File: config.mk
export PLATFORM = sky130hd
export DESIGN_NAME = stc_top
export DESIGN_NICKNAME = d
export VERILOG_FILES = /design/src/verilog/stc_pkg.sv /design/src/verilog/stc_top.sv /design/src/verilog/stc_blink.sv
export SDC_FILE = /design/constraint.sdc
export NUM_CORES = 1
export LEC_CHECK = 0
export ABC_AREA = 1
export ABC_CLOCK_PERIOD_IN_PS = 4500
export BUFFER_PORTS_ARGS = -buffer_cell sky130_fd_sc_hd__buf_4
export CAP_MARGIN = 15
export CORE_UTILIZATION = 50
export DETAILED_ROUTE_END_ITERATION = 7
export GPL_ROUTABILITY_DRIVEN = 0
export PLACE_DENSITY_LB_ADDON = 0.3
export SLEW_MARGIN = 20
export SYNTH_ARGS = -nofsm -noshare
export SYNTH_HDL_FRONTEND = slang
export SYNTH_SLANG_ARGS = --single-unit
File: constraint.sdc
create_clock -name clock_i -period 4.5 [get_ports clock_i]
set_input_delay 0.45 -clock clock_i [delete_from_list [all_inputs] [get_ports clock_i]]
set_output_delay 0.45 -clock clock_i [all_outputs]
set_load 0.005 [all_outputs]
File: src/verilog/stc_pkg.sv
package stc_pkg;

  // ****************************************************************
  // Timing
  // ****************************************************************
  localparam longint CLK_PERIOD_NS = 100;
  localparam longint DIAG_TIME_MS = 2000;
  localparam longint HOLD_TIME_MS = 100;
  localparam longint SLOW_HALF_MS = 500;
  localparam longint FAST_HALF_MS = 100;
  localparam longint DELAY_TICK_US = 100;
  localparam int unsigned DIAG_CYCLES = int'(DIAG_TIME_MS * 1000000 / CLK_PERIOD_NS);
  localparam int unsigned HOLD_CYCLES = int'(HOLD_TIME_MS * 1000000 / CLK_PERIOD_NS);
  localparam int unsigned SLOW_HALF_CYCLES = int'(SLOW_HALF_MS * 1000000 / CLK_PERIOD_NS);
  localparam int unsigned FAST_HALF_CYCLES = int'(FAST_HALF_MS * 1000000 / CLK_PERIOD_NS);
  localparam logic [9:0] DELAY_TICK_CYCLES = 10'(DELAY_TICK_US * 1000 / CLK_PERIOD_NS);

  // ****************************************************************
  // Register offsets
  // ****************************************************************
  localparam logic [7:0] ADDR_CTRL = 8'h00;
  localparam logic [7:0] ADDR_PEND = 8'h04;
  localparam logic [7:0] ADDR_ACTIVE = 8'h08;
  localparam logic [7:0] ADDR_DELAY = 8'h0c;
  localparam logic [7:0] ADDR_RELAY = 8'h10;
  localparam logic [7:0] ADDR_BRK = 8'h14;
  localparam logic [7:0] ADDR_IRQ_STAT = 8'h18;
  localparam logic [7:0] ADDR_IRQ_MASK = 8'h1c;
  localparam logic [7:0] ADDR_STATUS = 8'h20;

  // ****************************************************************
  // Fields and reset values
  // ****************************************************************
  localparam int CTRL_SRST_BIT = 0;
  localparam int BRK_DOWN_BIT = 0;
  localparam int BRK_RES_BIT = 1;
  localparam int IRQ_DIAG_BIT = 0;
  localparam int IRQ_FAULT_BIT = 1;
  localparam int IRQ_WD_BIT = 2;
  localparam int IRQ_DFLT_BIT = 3;
  localparam logic [3:0] BAUD_9600 = 4'h3;
  localparam logic [7:0] DFLT_NODE_ADDR = 8'hf7;
  localparam logic [1:0] PARITY_NONE = 2'h0;
  localparam logic [15:0] DELAY_RESET = 16'h0000;
  localparam logic [3:0] IRQ_MASK_RESET = 4'h0;

  // Serial settings: pending, active and effective copies
  typedef struct packed {
    logic [7:0] node_addr;
    logic [1:0] parity;
    logic [3:0] baud;
  } stc_cfg_t;

  localparam stc_cfg_t CFG_DEFAULT = '{node_addr: DFLT_NODE_ADDR, parity: PARITY_NONE,
                                       baud: BAUD_9600};

  // Relay control fields
  typedef struct packed {
    logic [3:0] wd_state;
    logic [3:0] wd_en;
    logic [3:0] alarm_en;
    logic [3:0] manual;
  } stc_relay_t;

  localparam stc_relay_t RELAY_RESET = '0;

  // Run lamp states, Gray along diag -> ok
  typedef enum logic [1:0] {
    RUN_DIAG = 2'b00,
    RUN_OK = 2'b01,
    RUN_FAIL = 2'b11
  } stc_run_t;

endpackage

File: src/verilog/stc_top.sv
`timescale 1ns/1ps

// Functional notes
// - After power-up or any reset the run lamp flashes while self-diagnostics run.
// - On a passing diagnosis the run lamp turns steady once two seconds have elapsed.
// - On a failing diagnosis the run lamp keeps flashing.
// - Holding the default button forces 9600 baud, node 247, no parity.
// - While default mode is active the status lamp flashes.
// - Software or power-on reset leaves default mode.
// - New address, baud and parity apply only after the next software reset; the host follows.
// - A reply waits a programmable delay after the request frame ends.
// - The status lamp is steadily on while any channel is over-range, open or broken.
// - Slow blink for default mode, fast blink for watchdog, steady fault masks both.
// - Downscale break on the resistance range treats a saturated input as a lead break.
// - Every relay is off after software or power-on reset.
// - Relay priority is watchdog state, then alarm, then manual control.
module stc_top #(
  parameter int unsigned DIAG_CYCLES = stc_pkg::DIAG_CYCLES,
  parameter int unsigned HOLD_CYCLES = stc_pkg::HOLD_CYCLES,
  parameter int unsigned SLOW_HALF = stc_pkg::SLOW_HALF_CYCLES,
  parameter int unsigned FAST_HALF = stc_pkg::FAST_HALF_CYCLES
) (
  // Clock, reset, enable
  input wire logic clock_i,
  input wire logic reset_i,
  input wire logic ce_i,
  // APB slave
  input wire logic psel_i,
  input wire logic penable_i,
  input wire logic pwrite_i,
  input wire logic [7:0] paddr_i,
  input wire logic [31:0] pwdata_i,
  output logic [31:0] prdata_o,
  output logic pready_o,
  output logic pslverr_o,
  // Self-test and channel status
  input wire logic diag_done_i,
  input wire logic diag_fail_i,
  input wire logic [3:0] chan_fault_i,
  input wire logic [3:0] chan_sat_i,
  input wire logic [3:0] alarm_i,
  input wire logic wd_timeout_i,
  input wire logic frame_done_i,
  // Push-button pin
  input wire logic default_comm_button_i,
  // Outputs
  output logic run_led_o,
  output logic status_led_o,
  output logic [3:0] relay_o,
  output logic [3:0] downscale_o,
  output logic tx_go_o,
  output stc_pkg::stc_cfg_t comm_cfg_o,
  output logic irq_o
);

  // ****************************************************************
  // Reset, blink sources, button synchroniser
  // ****************************************************************
  logic srst;
  logic core_rst;
  logic slow_ph;
  logic fast_ph;
  logic btn_s1;
  logic btn_s2;

  assign core_rst = reset_i | srst;

  // Slow blink for default mode and diagnostics, fast for watchdog
  stc_blink #(.HALF(SLOW_HALF)) u_slow (
    .clock_i(clock_i), .reset_i(core_rst), .ce_i(ce_i), .phase_o(slow_ph));
  stc_blink #(.HALF(FAST_HALF)) u_fast (
    .clock_i(clock_i), .reset_i(core_rst), .ce_i(ce_i), .phase_o(fast_ph));

  // Two-stage synchroniser for the button pin
  always_ff @(posedge clock_i) begin
    if (reset_i) begin
      btn_s1 <= 1'b0;
      btn_s2 <= 1'b0;
    end else if (ce_i) begin
      btn_s1 <= default_comm_button_i;
      btn_s2 <= btn_s1;
    end
  end

  // ****************************************************************
  // APB register file
  // ****************************************************************
  stc_pkg::stc_cfg_t pend;
  stc_pkg::stc_cfg_t active;
  logic [15:0] delay_val;
  stc_pkg::stc_relay_t rly;
  logic [1:0] brk;
  logic [3:0] irq_stat;
  logic [3:0] irq_mask;
  logic [3:0] irq_evt;
  stc_pkg::stc_run_t run_st;
  logic dflt;
  logic [3:0] fault;
  logic acc;
  logic wr;
  logic hit;
  logic [31:0] rd_val;
  stc_pkg::stc_cfg_t next_pend;
  stc_pkg::stc_cfg_t next_active;
  logic [15:0] next_delay_val;
  stc_pkg::stc_relay_t next_rly;
  logic [1:0] next_brk;
  logic [3:0] next_irq_stat;
  logic [3:0] next_irq_mask;
  logic next_srst;
  logic next_pready;
  logic next_pslverr;
  logic [31:0] next_prdata;

  assign acc = psel_i & penable_i;
  assign wr = acc & pready_o & pwrite_i;

  // Read mux and decode
  always_comb begin
    hit = 1'b1;
    rd_val = 32'h0000_0000;
    unique case (paddr_i)
      stc_pkg::ADDR_CTRL: rd_val = 32'h0000_0000;
      stc_pkg::ADDR_PEND: rd_val = {16'h0000, pend.node_addr, 2'h0, pend.parity, pend.baud};
      stc_pkg::ADDR_ACTIVE: rd_val = {16'h0000, comm_cfg_o.node_addr, 2'h0,
                                      comm_cfg_o.parity, comm_cfg_o.baud};
      stc_pkg::ADDR_DELAY: rd_val = {16'h0000, delay_val};
      stc_pkg::ADDR_RELAY: rd_val = {16'h0000, rly};
      stc_pkg::ADDR_BRK: rd_val = {30'h0000_0000, brk};
      stc_pkg::ADDR_IRQ_STAT: rd_val = {28'h000_0000, irq_stat};
      stc_pkg::ADDR_IRQ_MASK: rd_val = {28'h000_0000, irq_mask};
      stc_pkg::ADDR_STATUS: rd_val = {16'h0000, relay_o, fault, 4'h0, dflt, run_st, run_led_o};
      default: hit = 1'b0;
    endcase
  end

  // Next register values; hardware sets win over write-one clears
  always_comb begin
    next_pready = acc & ~pready_o;
    next_pslverr = acc & ~pready_o & ~hit;
    next_prdata = (acc & ~pready_o & ~pwrite_i) ? rd_val : prdata_o;
    next_pend = pend;
    next_delay_val = delay_val;
    next_rly = rly;
    next_brk = brk;
    next_irq_mask = irq_mask;
    next_srst = 1'b0;
    next_irq_stat = irq_stat;
    if (wr) begin
      unique case (paddr_i)
        stc_pkg::ADDR_CTRL: next_srst = pwdata_i[stc_pkg::CTRL_SRST_BIT];
        stc_pkg::ADDR_PEND: next_pend = {pwdata_i[15:8], pwdata_i[5:0]};
        stc_pkg::ADDR_DELAY: next_delay_val = pwdata_i[15:0];
        stc_pkg::ADDR_RELAY: next_rly = pwdata_i[15:0];
        stc_pkg::ADDR_BRK: next_brk = pwdata_i[1:0];
        stc_pkg::ADDR_IRQ_STAT: next_irq_stat = irq_stat & ~pwdata_i[3:0];
        stc_pkg::ADDR_IRQ_MASK: next_irq_mask = pwdata_i[3:0];
        default: next_srst = 1'b0;
      endcase
    end
    next_irq_stat = next_irq_stat | irq_evt;
    next_active = active;
  end

  // Pending settings survive a soft reset; the active copy loads from them at a soft reset
  always_ff @(posedge clock_i) begin
    if (reset_i) begin
      pend <= stc_pkg::CFG_DEFAULT;
      srst <= 1'b0;
    end else if (ce_i) begin
      pend <= next_pend;
      srst <= next_srst;
    end
  end

  always_ff @(posedge clock_i) begin
    if (core_rst) begin
      active <= srst ? pend : stc_pkg::CFG_DEFAULT;
      delay_val <= stc_pkg::DELAY_RESET;
      rly <= stc_pkg::RELAY_RESET;
      brk <= 2'b00;
      irq_stat <= 4'h0;
      irq_mask <= stc_pkg::IRQ_MASK_RESET;
      pready_o <= 1'b0;
      pslverr_o <= 1'b0;
      prdata_o <= 32'h0000_0000;
    end else if (ce_i) begin
      active <= next_active;
      delay_val <= next_delay_val;
      rly <= next_rly;
      brk <= next_brk;
      irq_stat <= next_irq_stat;
      irq_mask <= next_irq_mask;
      pready_o <= next_pready;
      pslverr_o <= next_pslverr;
      prdata_o <= next_prdata;
    end
  end

  // ****************************************************************
  // Run lamp, default mode, status lamp, relays, reply delay
  // ****************************************************************
  logic [31:0] diag_cnt;
  logic [31:0] hold_cnt;
  logic [3:0] fault_q;
  logic wd_q;
  logic [15:0] dly_units;
  logic [9:0] dly_tick;
  logic dly_busy;
  logic [3:0] brk_hit;
  stc_pkg::stc_run_t next_run_st;
  logic [31:0] next_diag_cnt;
  logic [31:0] next_hold_cnt;
  logic next_dflt;
  logic next_run_led;
  logic next_status_led;
  logic [3:0] next_relay;
  logic [3:0] next_downscale;
  stc_pkg::stc_cfg_t next_cfg;
  logic next_irq;
  logic [15:0] next_dly_units;
  logic [9:0] next_dly_tick;
  logic next_dly_busy;
  logic next_tx_go;

  // Saturated resistance input counts as a broken lead when breaking downscale
  assign brk_hit = chan_sat_i & {4{brk[stc_pkg::BRK_DOWN_BIT] & brk[stc_pkg::BRK_RES_BIT]}};
  assign fault = chan_fault_i | brk_hit;

  always_comb begin
    next_run_st = run_st;
    next_diag_cnt = (diag_cnt == DIAG_CYCLES) ? diag_cnt : diag_cnt + 32'h0000_0001;
    unique case (run_st)
      stc_pkg::RUN_DIAG: begin
        if (diag_done_i && diag_fail_i) begin
          next_run_st = stc_pkg::RUN_FAIL;
        end else if (diag_done_i && diag_cnt == DIAG_CYCLES) begin
          next_run_st = stc_pkg::RUN_OK;
        end
      end
      stc_pkg::RUN_OK: next_run_st = stc_pkg::RUN_OK;
      stc_pkg::RUN_FAIL: next_run_st = stc_pkg::RUN_FAIL;
      default: next_run_st = stc_pkg::RUN_DIAG;
    endcase
    // Flash while diagnosing or failed, steady when passed
    next_run_led = (next_run_st == stc_pkg::RUN_OK) ? 1'b1 : slow_ph;
    // Default mode after a long press, left only by reset
    next_hold_cnt = btn_s2 ? ((hold_cnt == HOLD_CYCLES) ? hold_cnt
                                                        : hold_cnt + 32'h0000_0001) : 32'h0;
    next_dflt = dflt | (hold_cnt == HOLD_CYCLES);
    next_cfg = next_dflt ? stc_pkg::CFG_DEFAULT : active;
    // Steady fault masks both blink patterns
    if (|fault) begin
      next_status_led = 1'b1;
    end else if (wd_timeout_i) begin
      next_status_led = fast_ph;
    end else if (dflt) begin
      next_status_led = slow_ph;
    end else begin
      next_status_led = 1'b0;
    end
    // Watchdog over alarm over manual
    for (int i = 0; i < 4; i++) begin
      if (rly.wd_en[i] && wd_timeout_i) begin
        next_relay[i] = rly.wd_state[i];
      end else if (rly.alarm_en[i]) begin
        next_relay[i] = alarm_i[i];
      end else begin
        next_relay[i] = rly.manual[i];
      end
    end
    next_downscale = brk_hit | (chan_fault_i & {4{brk[stc_pkg::BRK_DOWN_BIT]}});
    // Events for the interrupt status
    irq_evt = 4'h0;
    irq_evt[stc_pkg::IRQ_DIAG_BIT] = (run_st == stc_pkg::RUN_DIAG) &&
                                     (next_run_st != stc_pkg::RUN_DIAG);
    irq_evt[stc_pkg::IRQ_FAULT_BIT] = |(fault & ~fault_q);
    irq_evt[stc_pkg::IRQ_WD_BIT] = wd_timeout_i & ~wd_q;
    irq_evt[stc_pkg::IRQ_DFLT_BIT] = next_dflt & ~dflt;
    next_irq = |(next_irq_stat & next_irq_mask);
    // Reply delay in ticks after the request frame
    next_tx_go = 1'b0;
    next_dly_busy = dly_busy;
    next_dly_units = dly_units;
    next_dly_tick = dly_tick;
    if (frame_done_i) begin
      next_dly_busy = 1'b1;
      next_dly_units = delay_val;
      next_dly_tick = stc_pkg::DELAY_TICK_CYCLES;
    end else if (dly_busy) begin
      if (dly_units == 16'h0000) begin
        next_dly_busy = 1'b0;
        next_tx_go = 1'b1;
      end else if (dly_tick == 10'h001) begin
        next_dly_tick = stc_pkg::DELAY_TICK_CYCLES;
        next_dly_units = dly_units - 16'h0001;
      end else begin
        next_dly_tick = dly_tick - 10'h001;
      end
    end
  end

  always_ff @(posedge clock_i) begin
    if (core_rst) begin
      run_st <= stc_pkg::RUN_DIAG;
      diag_cnt <= 32'h0000_0000;
      hold_cnt <= 32'h0000_0000;
      dflt <= 1'b0;
      run_led_o <= 1'b0;
      status_led_o <= 1'b0;
      relay_o <= 4'h0;
      downscale_o <= 4'h0;
      comm_cfg_o <= stc_pkg::CFG_DEFAULT;
      irq_o <= 1'b0;
      fault_q <= 4'h0;
      wd_q <= 1'b0;
      dly_units <= 16'h0000;
      dly_tick <= 10'h000;
      dly_busy <= 1'b0;
      tx_go_o <= 1'b0;
    end else if (ce_i) begin
      run_st <= next_run_st;
      diag_cnt <= next_diag_cnt;
      hold_cnt <= next_hold_cnt;
      dflt <= next_dflt;
      run_led_o <= next_run_led;
      status_led_o <= next_status_led;
      relay_o <= next_relay;
      downscale_o <= next_downscale;
      comm_cfg_o <= next_cfg;
      irq_o <= next_irq;
      fault_q <= fault;
      wd_q <= wd_timeout_i;
      dly_units <= next_dly_units;
      dly_tick <= next_dly_tick;
      dly_busy <= next_dly_busy;
      tx_go_o <= next_tx_go;
    end
  end

  // ****************************************************************
  // Assertions
  // ****************************************************************
  AST_RUN_STEADY: assert property (@(posedge clock_i) disable iff (core_rst)
    ce_i && run_st == stc_pkg::RUN_OK |=> run_led_o)
    else $error("run lamp not steady after passing diagnosis");
  AST_RUN_WAIT: assert property (@(posedge clock_i) disable iff (core_rst)
    run_st == stc_pkg::RUN_OK |-> diag_cnt == DIAG_CYCLES)
    else $error("run lamp steady before diagnostic period ended");
  AST_FAIL_STAYS: assert property (@(posedge clock_i) disable iff (core_rst)
    run_st == stc_pkg::RUN_FAIL |=> run_st == stc_pkg::RUN_FAIL)
    else $error("failed diagnosis left the flashing state");
  AST_DFLT_CFG: assert property (@(posedge clock_i) disable iff (core_rst)
    ce_i && dflt |=> comm_cfg_o == stc_pkg::CFG_DEFAULT)
    else $error("default mode settings not applied");
  AST_FAULT_LAMP: assert property (@(posedge clock_i) disable iff (core_rst)
    ce_i && |fault |=> status_led_o)
    else $error("status lamp not steady on input fault");
  AST_WD_BLINK: assert property (@(posedge clock_i) disable iff (core_rst)
    ce_i && !(|fault) && wd_timeout_i |=> status_led_o == $past(fast_ph))
    else $error("watchdog blink pattern wrong");
  AST_DFLT_BLINK: assert property (@(posedge clock_i) disable iff (core_rst)
    ce_i && !(|fault) && !wd_timeout_i && dflt |=> status_led_o == $past(slow_ph))
    else $error("default mode blink missing");
  AST_SRST_CLEAR: assert property (@(posedge clock_i)
    srst |=> !dflt && relay_o == 4'h0)
    else $error("soft reset did not clear default mode and relays");
  AST_RELAY_PRIO: assert property (@(posedge clock_i) disable iff (core_rst)
    ce_i && rly.wd_en[0] && wd_timeout_i |=> relay_o[0] == $past(rly.wd_state[0]))
    else $error("watchdog state did not own the relay");
  AST_BRK_DOWN: assert property (@(posedge clock_i) disable iff (core_rst)
    ce_i && |brk_hit |=> (downscale_o & $past(brk_hit)) == $past(brk_hit))
    else $error("saturated input not driven downscale");
  AST_TX_NODELAY: assert property (@(posedge clock_i) disable iff (core_rst)
    ce_i && frame_done_i && delay_val == 16'h0000 ##1 ce_i && !frame_done_i |=> tx_go_o)
    else $error("zero delay reply not released");
  AST_FAST_BLINK: assert property (@(posedge clock_i) disable iff (core_rst)
    FAST_HALF < SLOW_HALF)
    else $error("watchdog blink not faster");

endmodule

File: src/verilog/stc_blink.sv
`timescale 1ns/1ps

// Free-running square wave with a half period of HALF cycles
module stc_blink #(
  parameter int unsigned HALF = 4
) (
  // Clock and control
  input wire logic clock_i,
  input wire logic reset_i,
  input wire logic ce_i,
  // Blink phase
  output logic phase_o
);

  localparam int W = $clog2(HALF + 1);
  localparam logic [W-1:0] LAST = W'(HALF - 1);

  logic [W-1:0] cnt;
  logic [W-1:0] next_cnt;
  logic next_phase;

  // Count and toggle
  always_comb begin
    next_cnt = cnt + W'(1);
    next_phase = phase_o;
    if (cnt == LAST) begin
      next_cnt = '0;
      next_phase = ~phase_o;
    end
  end

  always_ff @(posedge clock_i) begin
    if (reset_i) begin
      cnt <= '0;
      phase_o <= 1'b0;
    end else if (ce_i) begin
      cnt <= next_cnt;
      phase_o <= next_phase;
    end
  end

endmodule

Word-level counts from Yosys, hierarchy flattened

Cells that the tools add are included.

$add $sub $neg: 6
Equal/unequal tests: 18
Mux-type cells: 42
Bitwise gates (word level): 29
Reduce and logical (&&, ||, !) cells: 28

Operators with widths:

| operator                | number |
|---|---|
| $pmux W16 S8            | 1 |
| $add A32 B1 Y32 const B | 2 |
| $mux W16                | 4 |
| $mux W32                | 2 |
| $mux W10                | 4 |
| $eq A32 B20 Y1 const B  | 1 |
| $eq A32 B25 Y1 const B  | 1 |
| $eq A8 B5 Y1 const B    | 4 |
| $add A23 B1 Y23 const B | 1 |
| $eq A23 B23 Y1 const B  | 1 |
| $mux W23                | 1 |
| $mux W1                 | 21 |
| $add A20 B1 Y20 const B | 1 |
| $and A4 B4 Y4           | 5 |
| $eq A20 B20 Y1 const B  | 1 |
| $mux W20                | 1 |
| $eq A8 B4 Y1 const B    | 2 |
| $logic_not A16 Y1       | 1 |
| $mux W4                 | 4 |
| $sub A16 B1 Y16 const B | 1 |
| $reduce_and A3 Y1       | 5 |
| $mux W14                | 1 |
| $or A4 B4 Y4            | 3 |
| $reduce_or A4 Y1        | 3 |
| other kinds (20)        | 52 |

Register bits after elaboration: 277
Input port bits: 63
Output and inout port bits: 60
Word-level logic and storage cells: 165

Depth between registers and ports, before layout

Gate-level depths: netlist of the first run.

Depth in word-level cells: 10
Gate-level depth with buffers: 14
Mapped depth without buffers: 13

Hierarchy

Synthesis of the first run repeated with hierarchy kept, for this count alone.

Cells, all modules: 2160
Area total of the unflattened synthesis: 14024.7 um2

Modules (own cells, without submodules):

| module             | instances | cells an instance | area an instance (um2) |
|---|---|---|---|
| stc_top            | 1         | 1773              | 11468.5 |
| stc_blink (u_slow) | 1         | 212               | 1415.1 |
| stc_blink (u_fast) | 1         | 175               | 1141.1 |

Worst setup path after synthesis of the first run

OpenSTA, ideal clock, no wires.

Kind: flip-flop to flip-flop
Start point: register srst
End point: register active[0] (netlist bit), enable pin
Setup time: 0.384 ns
Data arrival time: 1.465 ns
Required time: 4.116 ns
Path slack: 2.651 ns
Stages on the path, launching flop included: 6
Buffers on the path: 3
Period minus slack after synthesis: 1.849 ns
Path through: dfxtp_1 clkbuf_1 nor2_1 inv_1 buf_2 buf_1

Longest elaborated chain between the ends: 1

Ends and longest elaborated chain:

| element                | line           | source |
|---|---|---|
| start, declared        | stc_top.sv:59  | `logic srst;` |
| start signal, assigned | stc_top.sv:172 | `srst <= next_srst;` |
| $or A1 B1 Y1           | stc_top.sv:66  | `assign core_rst = reset_i \| srst;` |
| via core_rst           | stc_top.sv:60  | `logic core_rst;` |
| end signal, assigned   | stc_top.sv:178 | `active <= srst ? pend : stc_pkg::CFG_DEFAULT;` |
| end signal, assigned   | stc_top.sv:188 | `active <= next_active;` |
| end, declared          | stc_top.sv:89  | `stc_pkg::stc_cfg_t active;` |

The timed path passes the listed nets, and every way through them passes these cells.
A chain may end at the register's enable or synchronous reset.

Worst setup path in the final report of the first run

Start point: register diag_cnt[0]
End point: register diag_cnt[4]

Longest elaborated chain between the ends: 3
Elaborated cells between the ends (all ways): 4

Ends and longest elaborated chain:

| element                                                                 | line           | source |
|---|---|---|
| start, declared                                                         | stc_top.sv:203 | `logic [31:0] diag_cnt;` |
| start signal, assigned                                                  | stc_top.sv:323 | `diag_cnt <= next_diag_cnt;` |
| parallel branches: the longest is 3 deep, another holds $add A32 B1 Y32 | n/a            |  |

Several ways; the timed one is not identified.

==> results by group, run 1 <==
Run status
  – Run status: finished, final reports clean

Worst setup path
  – Worst Path Required: just under 5 ns
  – CP arrival: 3.30 ns
  – Crit. Startpoint: diag_cnt[0]
  – R2R cell count: 12
  – Reg2reg start: diag_cnt[0]
  – CP Class: reg -> reg
  – Reg2reg setup slack: 1.65 ns
  – Crit end category: register
  – FF-to-FF End: diag_cnt[4]
  – Worst Path Max Fanout: 35
  – Worst setup endpoint: diag_cnt[4]
  – CP Launch Type: register

Logic synthesis
  – EDFF count, synth: 14
  – Seq/Total Area, Yosys: 0.389
  – Mean cell area of the mapped netlist: 6.60 um2
  – Netlist cell types: 50
  – Fraction of registers with async set/reset: 0
  – Syn Inst Count: ~2100
  – Flops & latches, synth: 261
  – Synth Cell Area: 13800 um2
  – Synthesis warning total: 0
  – Main synth FF type: dfxtp_1

Clock network
  – Clock slew at reported path FFs: around 0.06 ns
  – CTS max path bufs: 3
  – CTS tree: yes
  – Cts hold-fix bufs: 0
  – Resized cells post-CTS: 0
  – Later-pin clock latency in the skew report: ~0.57 ns
  – Cts bufs inserted: 30
  – CTS sink cnt: 261
  – H-tree lvl count: 1
  – Setup Fix Bufs, Post-CTS: 0
  – Clk root buf: clkbuf_16

Routing
  – Violation count after the first detailed-route iteration: 1234
  – Vias after detailed routing: about 14000
  – Pre-Repair DR Iteration Count: 5
  – Antenna Nets Post-Route: 0
  – Vias per cell: 5.50
  – Remaining DRCs: 0
  – Post-Route WL: 38400 um
  – Wire per inst: 15.3 um

Pwr
  – Max VDD drop: 0.340 mV
  – PwrDens: roughly 350 nW/um2
  – Leakage: 6.20 nW
  – Tot Pwr: 5.42 mW

STA
  – Endpoints failing hold: 0
  – Fmax: 0.351 GHz
  – Post-layout minimum cycle time: 2.85 ns
  – Worst relative slew slack: 0.324
  – Setup-failing EPs final: 0
  – Unrepaired setup endpoints after global routing: no
  – TNS Setup: 0 ns
  – Post-Route Skew: 0.0155 ns
  – Pins Over Slew Limit: 0
  – Period utilisation layout: 0.633
  – Fin worst setup slack: between 1.5 and 2 ns
  – Least-Margin Pin Slew: 1.01 ns

Layout
  – Final Cell Area: 15600 um2
  – Final Instance Count excl. Fillers: 2511
  – Layout area overhead: 13.1%
  – Layout net count: 2217
  – Share of cells above drive strength 1: 0.0890

GRT
  – Vias in the first global route: around 13000
  – Antenna violations before repair: 1
  – First-pass GRT wire length: about 63000 um
  – GR Util All Layers: 0.270
  – Total grt overflow: 0
  – Largest net degree at the start of global routing: 73

Place
  – Detail Placement HPWL: 27100 um
  – Port bufs: 90
  – Cells after DPL: about 2500
  – Placed cell area: 14500 um2
  – Pre-CTS setup slack: approximately 1.6 ns

Floorplan
  – Core Region: 27000 um2
  – Die area: 28200 um2
  – # rows: 60
  – DIE WIDTH: between 150 and 200 um
  – Top-Level Pins: 123
  – Initial core utilization: 0.510
  – Die Y: 168 um

Min path
  – HP Start: default_comm_button_i
  – Hold Path Class: in -> reg
  – Hold Path Depth: 3

Run
  – Max_cap viols: 0
## Yosys cell counts, types with 13 or more instances
master | instances | area, um2
clkbuf_1 | 34 | 128
dfxtp_1 | 247 | 4940
o211ai_1 | 14 | 105
edfxtp_1 | 14 | 420
buf_2 | 13 | 65.1
o22ai_1 | 15 | 93.8
buf_4 | 24 | 180
a21oi_1 | 171 | 856
nand4_1 | 42 | 263
nor3_1 | 64 | 320
nand3_1 | 102 | 510
inv_1 | 223 | 837
nor2_1 | 229 | 860
o21ai_0 | 116 | 581
xor2_1 | 43 | 377
nand2_1 | 611 | 2290
a211oi_1 | 15 | 113
## worst max-delay path: stages (launching register included)
cell	delay, ns
dfxtp_1	0.37
inv_1	0.11
ha_1	0.21
nand2_1	0.06
nor2_1	0.04
nand2_1	0.06
nor2_1	0.04
nand2_1	0.09
nand2_1	0.60
inv_2	0.76
nand2_1	0.14
o21ai_0	0.19
a21oi_1	0.06
## sequential cells by signal (all words and copies together), names as in the netlist, 10 cells and up
| name | count |
|---|---|
| hold_cnt | 32 |
| u_fast.cnt | 20 |
| u_slow.cnt | 23 |
| active | 14 |
| dly_tick | 10 |
| comm_cfg_o | 14 |
| pend | 14 |
| dly_units | 16 |
| delay_val | 16 |
| prdata_o | 16 |
| diag_cnt | 32 |
| rly | 16 |
## cells by family after synthesis
logic type	count (synthesis)	synth area share
muxes	1	0.000727
AOI/OAI and AO/OA	352	0.137
xor gates and xnor gates	49	0.0312
and+or+nand+nor	1095	0.336
buffers and inverters	318	0.0971
adders and majority gates	9	0.00817
other	1	0.000272
DFF	261	0.389
## routing by layer
metal  global-route usage  up-vias  part of all wire
met3               0.0367       69             0.079
met1                0.382     6331              0.46
met4               0.0866        0             0.024
met2                0.426      568              0.44
met5                    0        -                 0
li1                     -     6854                 -
## power by group
group / internal, mW / switching (mW) / leakage [nW]
sequential: 2.37 / 0.0412 / 2.11
combinational: 0.151 / 0.296 / 3.57
clock: 1.54 / 1.01 / 0.512
## cells in the final DEF, fill, tap and decap left out, drive strengths merged, types with 5 or more instances in the layout
master,Yosys,layout
xor2,43,43
nor3,66,66
o211ai,14,14
xnor2,6,6
nor4,6,6
a211oi,15,15
dfxtp,247,247
o21ai,121,121
clkinv,4,19
a31oi,6,6
bufinv,0,5
a21oi,171,171
clkbuf,36,34
conb,1,16
nand3b,5,5
nor2,241,241
ha,9,9
buf,50,98
inv,228,228
nand4,44,44
edfxtp,14,14
nand2,622,622
or2,6,6
o22ai,15,15
nand3,103,103
## layout make-up
cell class	instances	area [um2]
fillers	2551	11400
multi-input cells	1522	7140
flip-flops and latches	261	5370
inverters	232	878
clock buffers	34	786
repair buffers	98	736
well taps	341	427
clock inverters	22	251
diodes	1	2.50
## how the worst min path moves through the flow
stage | endpoint | slack, ns
after global placement | comm_cfg_o[1] | 0.44
after floorplan | rly[14] | 0.44
after detailed placement | comm_cfg_o[1] | 0.45
after CTS | pend[3] | 0.1
final | btn_s1 | 0.12
after global routing | pend[5] | 0.11
## metrics by stage
step	hold WS [ns]	util
after floorplan	0.436	-
after global placement	0.441	0.538
after detailed placement	0.452	0.538
after CTS	0.0988	0.577
after global routing	0.113	0.577
final	0.116	0.577
(Power assumes the default switching activity.)
==> run 2, diff against run 1 <==
Settings changed: ABC_CLOCK_PERIOD_IN_PS 4500 to 2320.
Clock period 4.5 ns to 2.32 ns, I/O delays scaled along.
==> results by group, run 2 (synthesis gave the netlist of run 1 again) <==
STA
  – Fin worst setup slack: 0.212 ns (-1.44 ns)
  – Fmax: 0.474 GHz (+35%)
  – Post-Route Skew: 0.0258 ns (+0.0103 ns)
  – Endpoints failing hold: 0 (unchanged)
  – Least-Margin Pin Slew: 0.581 ns (-0.431 ns)
  – Pins Over Slew Limit: 0 (unchanged)
  – Min Hold Slack: 0.0276 ns (-0.0884 ns)
  – Setup-failing EPs final: 0 (unchanged)
  – TNS Setup: 0 ns (unchanged)
  – Unrepaired setup endpoints after global routing: no
  – Worst relative slew slack: 0.612 (+0.287)
  – Post-layout minimum cycle time: 2.11 ns (-0.743 ns)
  – Period utilisation layout: 0.908 (+0.275)

Floorplan
  – Die Y: 168 um (unchanged)
  – Top-Level Pins: 123 (unchanged)
  – DIE WIDTH: 168 um (unchanged)
  – Die area: 28200 um2 (unchanged)
  – Initial core utilization: 0.510 (unchanged)
  – # rows: 60 (unchanged)
  – Core Region: 27000 um2 (unchanged)

GRT
  – Vias in the first global route: 12800 (+0.69%)
  – GR Util All Layers: 0.277 (+0.00642)
  – Total grt overflow: 0 (unchanged)
  – Largest net degree at the start of global routing: 43 (-41%)
  – First-pass GRT wire length: 64100 um (+2.2%)
  – Antenna violations before repair: 1 (unchanged)

Layout
  – Multi-input logic area: 7150 um2 (+0.11%)
  – Commonest non-fill, non-tap cell in the layout: nand2_1
  – Share of cells above drive strength 1: 0.101 (+0.0119)
  – Commonest cells after routing, fill and taps aside: 610 x nand2_1, 247 x dfxtp_1, 228 x nor2_1
  – Fill count: 2584 (+1.3%)
  – Biggest regs: diag_cnt: 32 flops, hold_cnt: 32 flops, u_slow.cnt: 23 flops
  – Layout area overhead: 16.4%
  – Final Cell Area: 16000 um2 (+2.9%)
  – Layout net count: 2269 (+2.3%)
  – Register area: 5370 um2 (unchanged)

Routing
  – Remaining DRCs: 0 (unchanged)
  – Antenna Nets Post-Route: 0 (unchanged)
  – Wire per inst: 15.3 um (+0.28%)
  – Violation count after the first detailed-route iteration: 1369 (+11%)
  – Post-Route WL: 39300 um (+2.4%)
  – Vias per cell: 5.50 (-0.10%)
  – Pre-Repair DR Iteration Count: 6 (+1)
  – Vias after detailed routing: 14100 (+2.0%)

Worst setup path
  – Max incr delay on CP: 0.33 ns (-0.43 ns)
  – Slowest-stage cell, CP: dfxtp_1
  – CP Class: reg -> reg
  – Reg2reg setup slack: 0.21 ns (-1.44 ns)
  – CP bufs+invs: 2 (unchanged)
  – Top delay family on crit path: simple AND/OR/NAND/NOR gates
  – Crit end category: register
  – CP arrival: 2.58 ns (-0.72 ns)
  – Worst path depth: 13 (+1)
  – CP Launch Type: register
  – Most used cell, CP: nand2_2
  – R2R cell count: 13 (+1)
  – Crit-path cells: inv_1 -> ha_1 -> nand2_1 -> nor2_4 -> nand2_2 -> nor2_4 -> nand3b_1 -> nand2_2 -> nand2_2 -> nand2_4 -> buf_4 -> nand2_1 -> a21oi_1
  – Worst Path Required: 2.79 ns (-2.16 ns)
  – Worst Path Max Fanout: 13 (-63%)

Place
  – Pre-CTS setup slack: 0.216 ns (-1.41 ns)
  – Placed cell area: 14800 um2 (+1.8%)
  – Detail Placement HPWL: 28500 um (+5.1%)
  – Port bufs: 90 (unchanged)

Clock network
  – Cts bufs inserted: 30 (unchanged)
  – H-tree lvl count: 1 (unchanged)
  – CTS sink cnt: 261 (unchanged)
  – Clk root buf: clkbuf_16
  – Clock slew at reported path FFs: 0.06 ns (about the same)
  – CTS tree: yes
  – CTS max path bufs: 3 (unchanged)
  – Later-pin clock latency in the skew report: 0.57 ns (about the same)

Pwr
  – Tot Pwr: 10.4 mW (+93%)
  – Clock share of power: 0.461 (-0.011)
  – Max VDD drop: 0.632 mV (+86%)
  – Leakage: 6.45 nW (+4.0%)
  – PwrDens: 650 nW/um2 (+87%)
  – Net Sw Power: 2.61 mW (+93%)
  – Sequential power share: 0.449 (+0.003)
  – Comb power frac: 0.090 (+0.007)
  – Switching share of power: 0.250 (+0.000814)
  – Power Internal: 7.81 mW (+92%)

Min path
  – Hold Path Class: in -> reg
  – Hold Path Depth: 3 (unchanged)

Run
  – Max_cap viols: 0 (unchanged)

Run status
  – Run status: finished, final reports clean
[run 2: cell types whose count changed in the layout (fill, tap and decap cells not counted), moves of 2 or more]
cell,change
buf_12,+2
clkbuf_1,+5
clkinv_2,-6
bufinv_16,-3
buf_4,+30
dlygate4sd3_1,+20
clkinv_1,-3
clkbuf_8,+6
[run 2: tightest hold or removal path, stage by stage]
cell and delay (ns):
buf_4 0.17, inv_1 0.08, a21oi_1 0.06
[run 2: power groups by stage]
stage               sequential, mW  clock [mW]  combinational (mW)
floorplan                     4.75           0               0.631
global placement              4.77           0               0.883
detailed placement            4.77           0               0.897
CTS                           4.68        4.87               0.930
global route                  4.69        5.04                1.05
finish                        4.68        4.80               0.942
[run 2: layer usage]
layer / up-vias / global-route usage / wire (um)
li1: 6938 / - / -
met1: 6517 / 0.389 / 17800
met2: 554 / 0.433 / 17200
met3: 85 / 0.0383 / 3000
met4: 0 / 0.0981 / 1240
met5: - / 0 / 0
[run 2: what timing repair did]
item,4_1_cts,5_1_grt
setup endpoints to repair,0,11
setup buffers,0,0
resized for setup,0,3
hold buffers,20,0
endpoints found under the hold margin,43,0
[run 2: through the flow]
step           utilization  instances
2_1_floorplan            -       2101
3_3_place_gp         0.548       2486
3_5_place_dp         0.548       2486
4_1_cts              0.593       2562
5_1_grt              0.593       2563
6_report             0.593       2563
[run 2: final timing paths]
check                                     end    startpoint
worst min-delay path                     wd_q  wd_timeout_i
worst max-delay path             dly_units[6]  dly_units[0]
worst min register to register  comm_cfg_o[8]     active[8]
worst max register to register   dly_units[6]  dly_units[0]
[run 2: area by class of cell]
type | instances | share of cell area
multi-input combinational | 1522 | 0.446
sequential | 261 | 0.335
timing repair buffer | 150 | 0.0749
clock buffer | 45 | 0.0553
inverter | 232 | 0.0548
tap | 341 | 0.0266
clock inverter | 11 | 0.00796
antenna | 1 | 0.000156
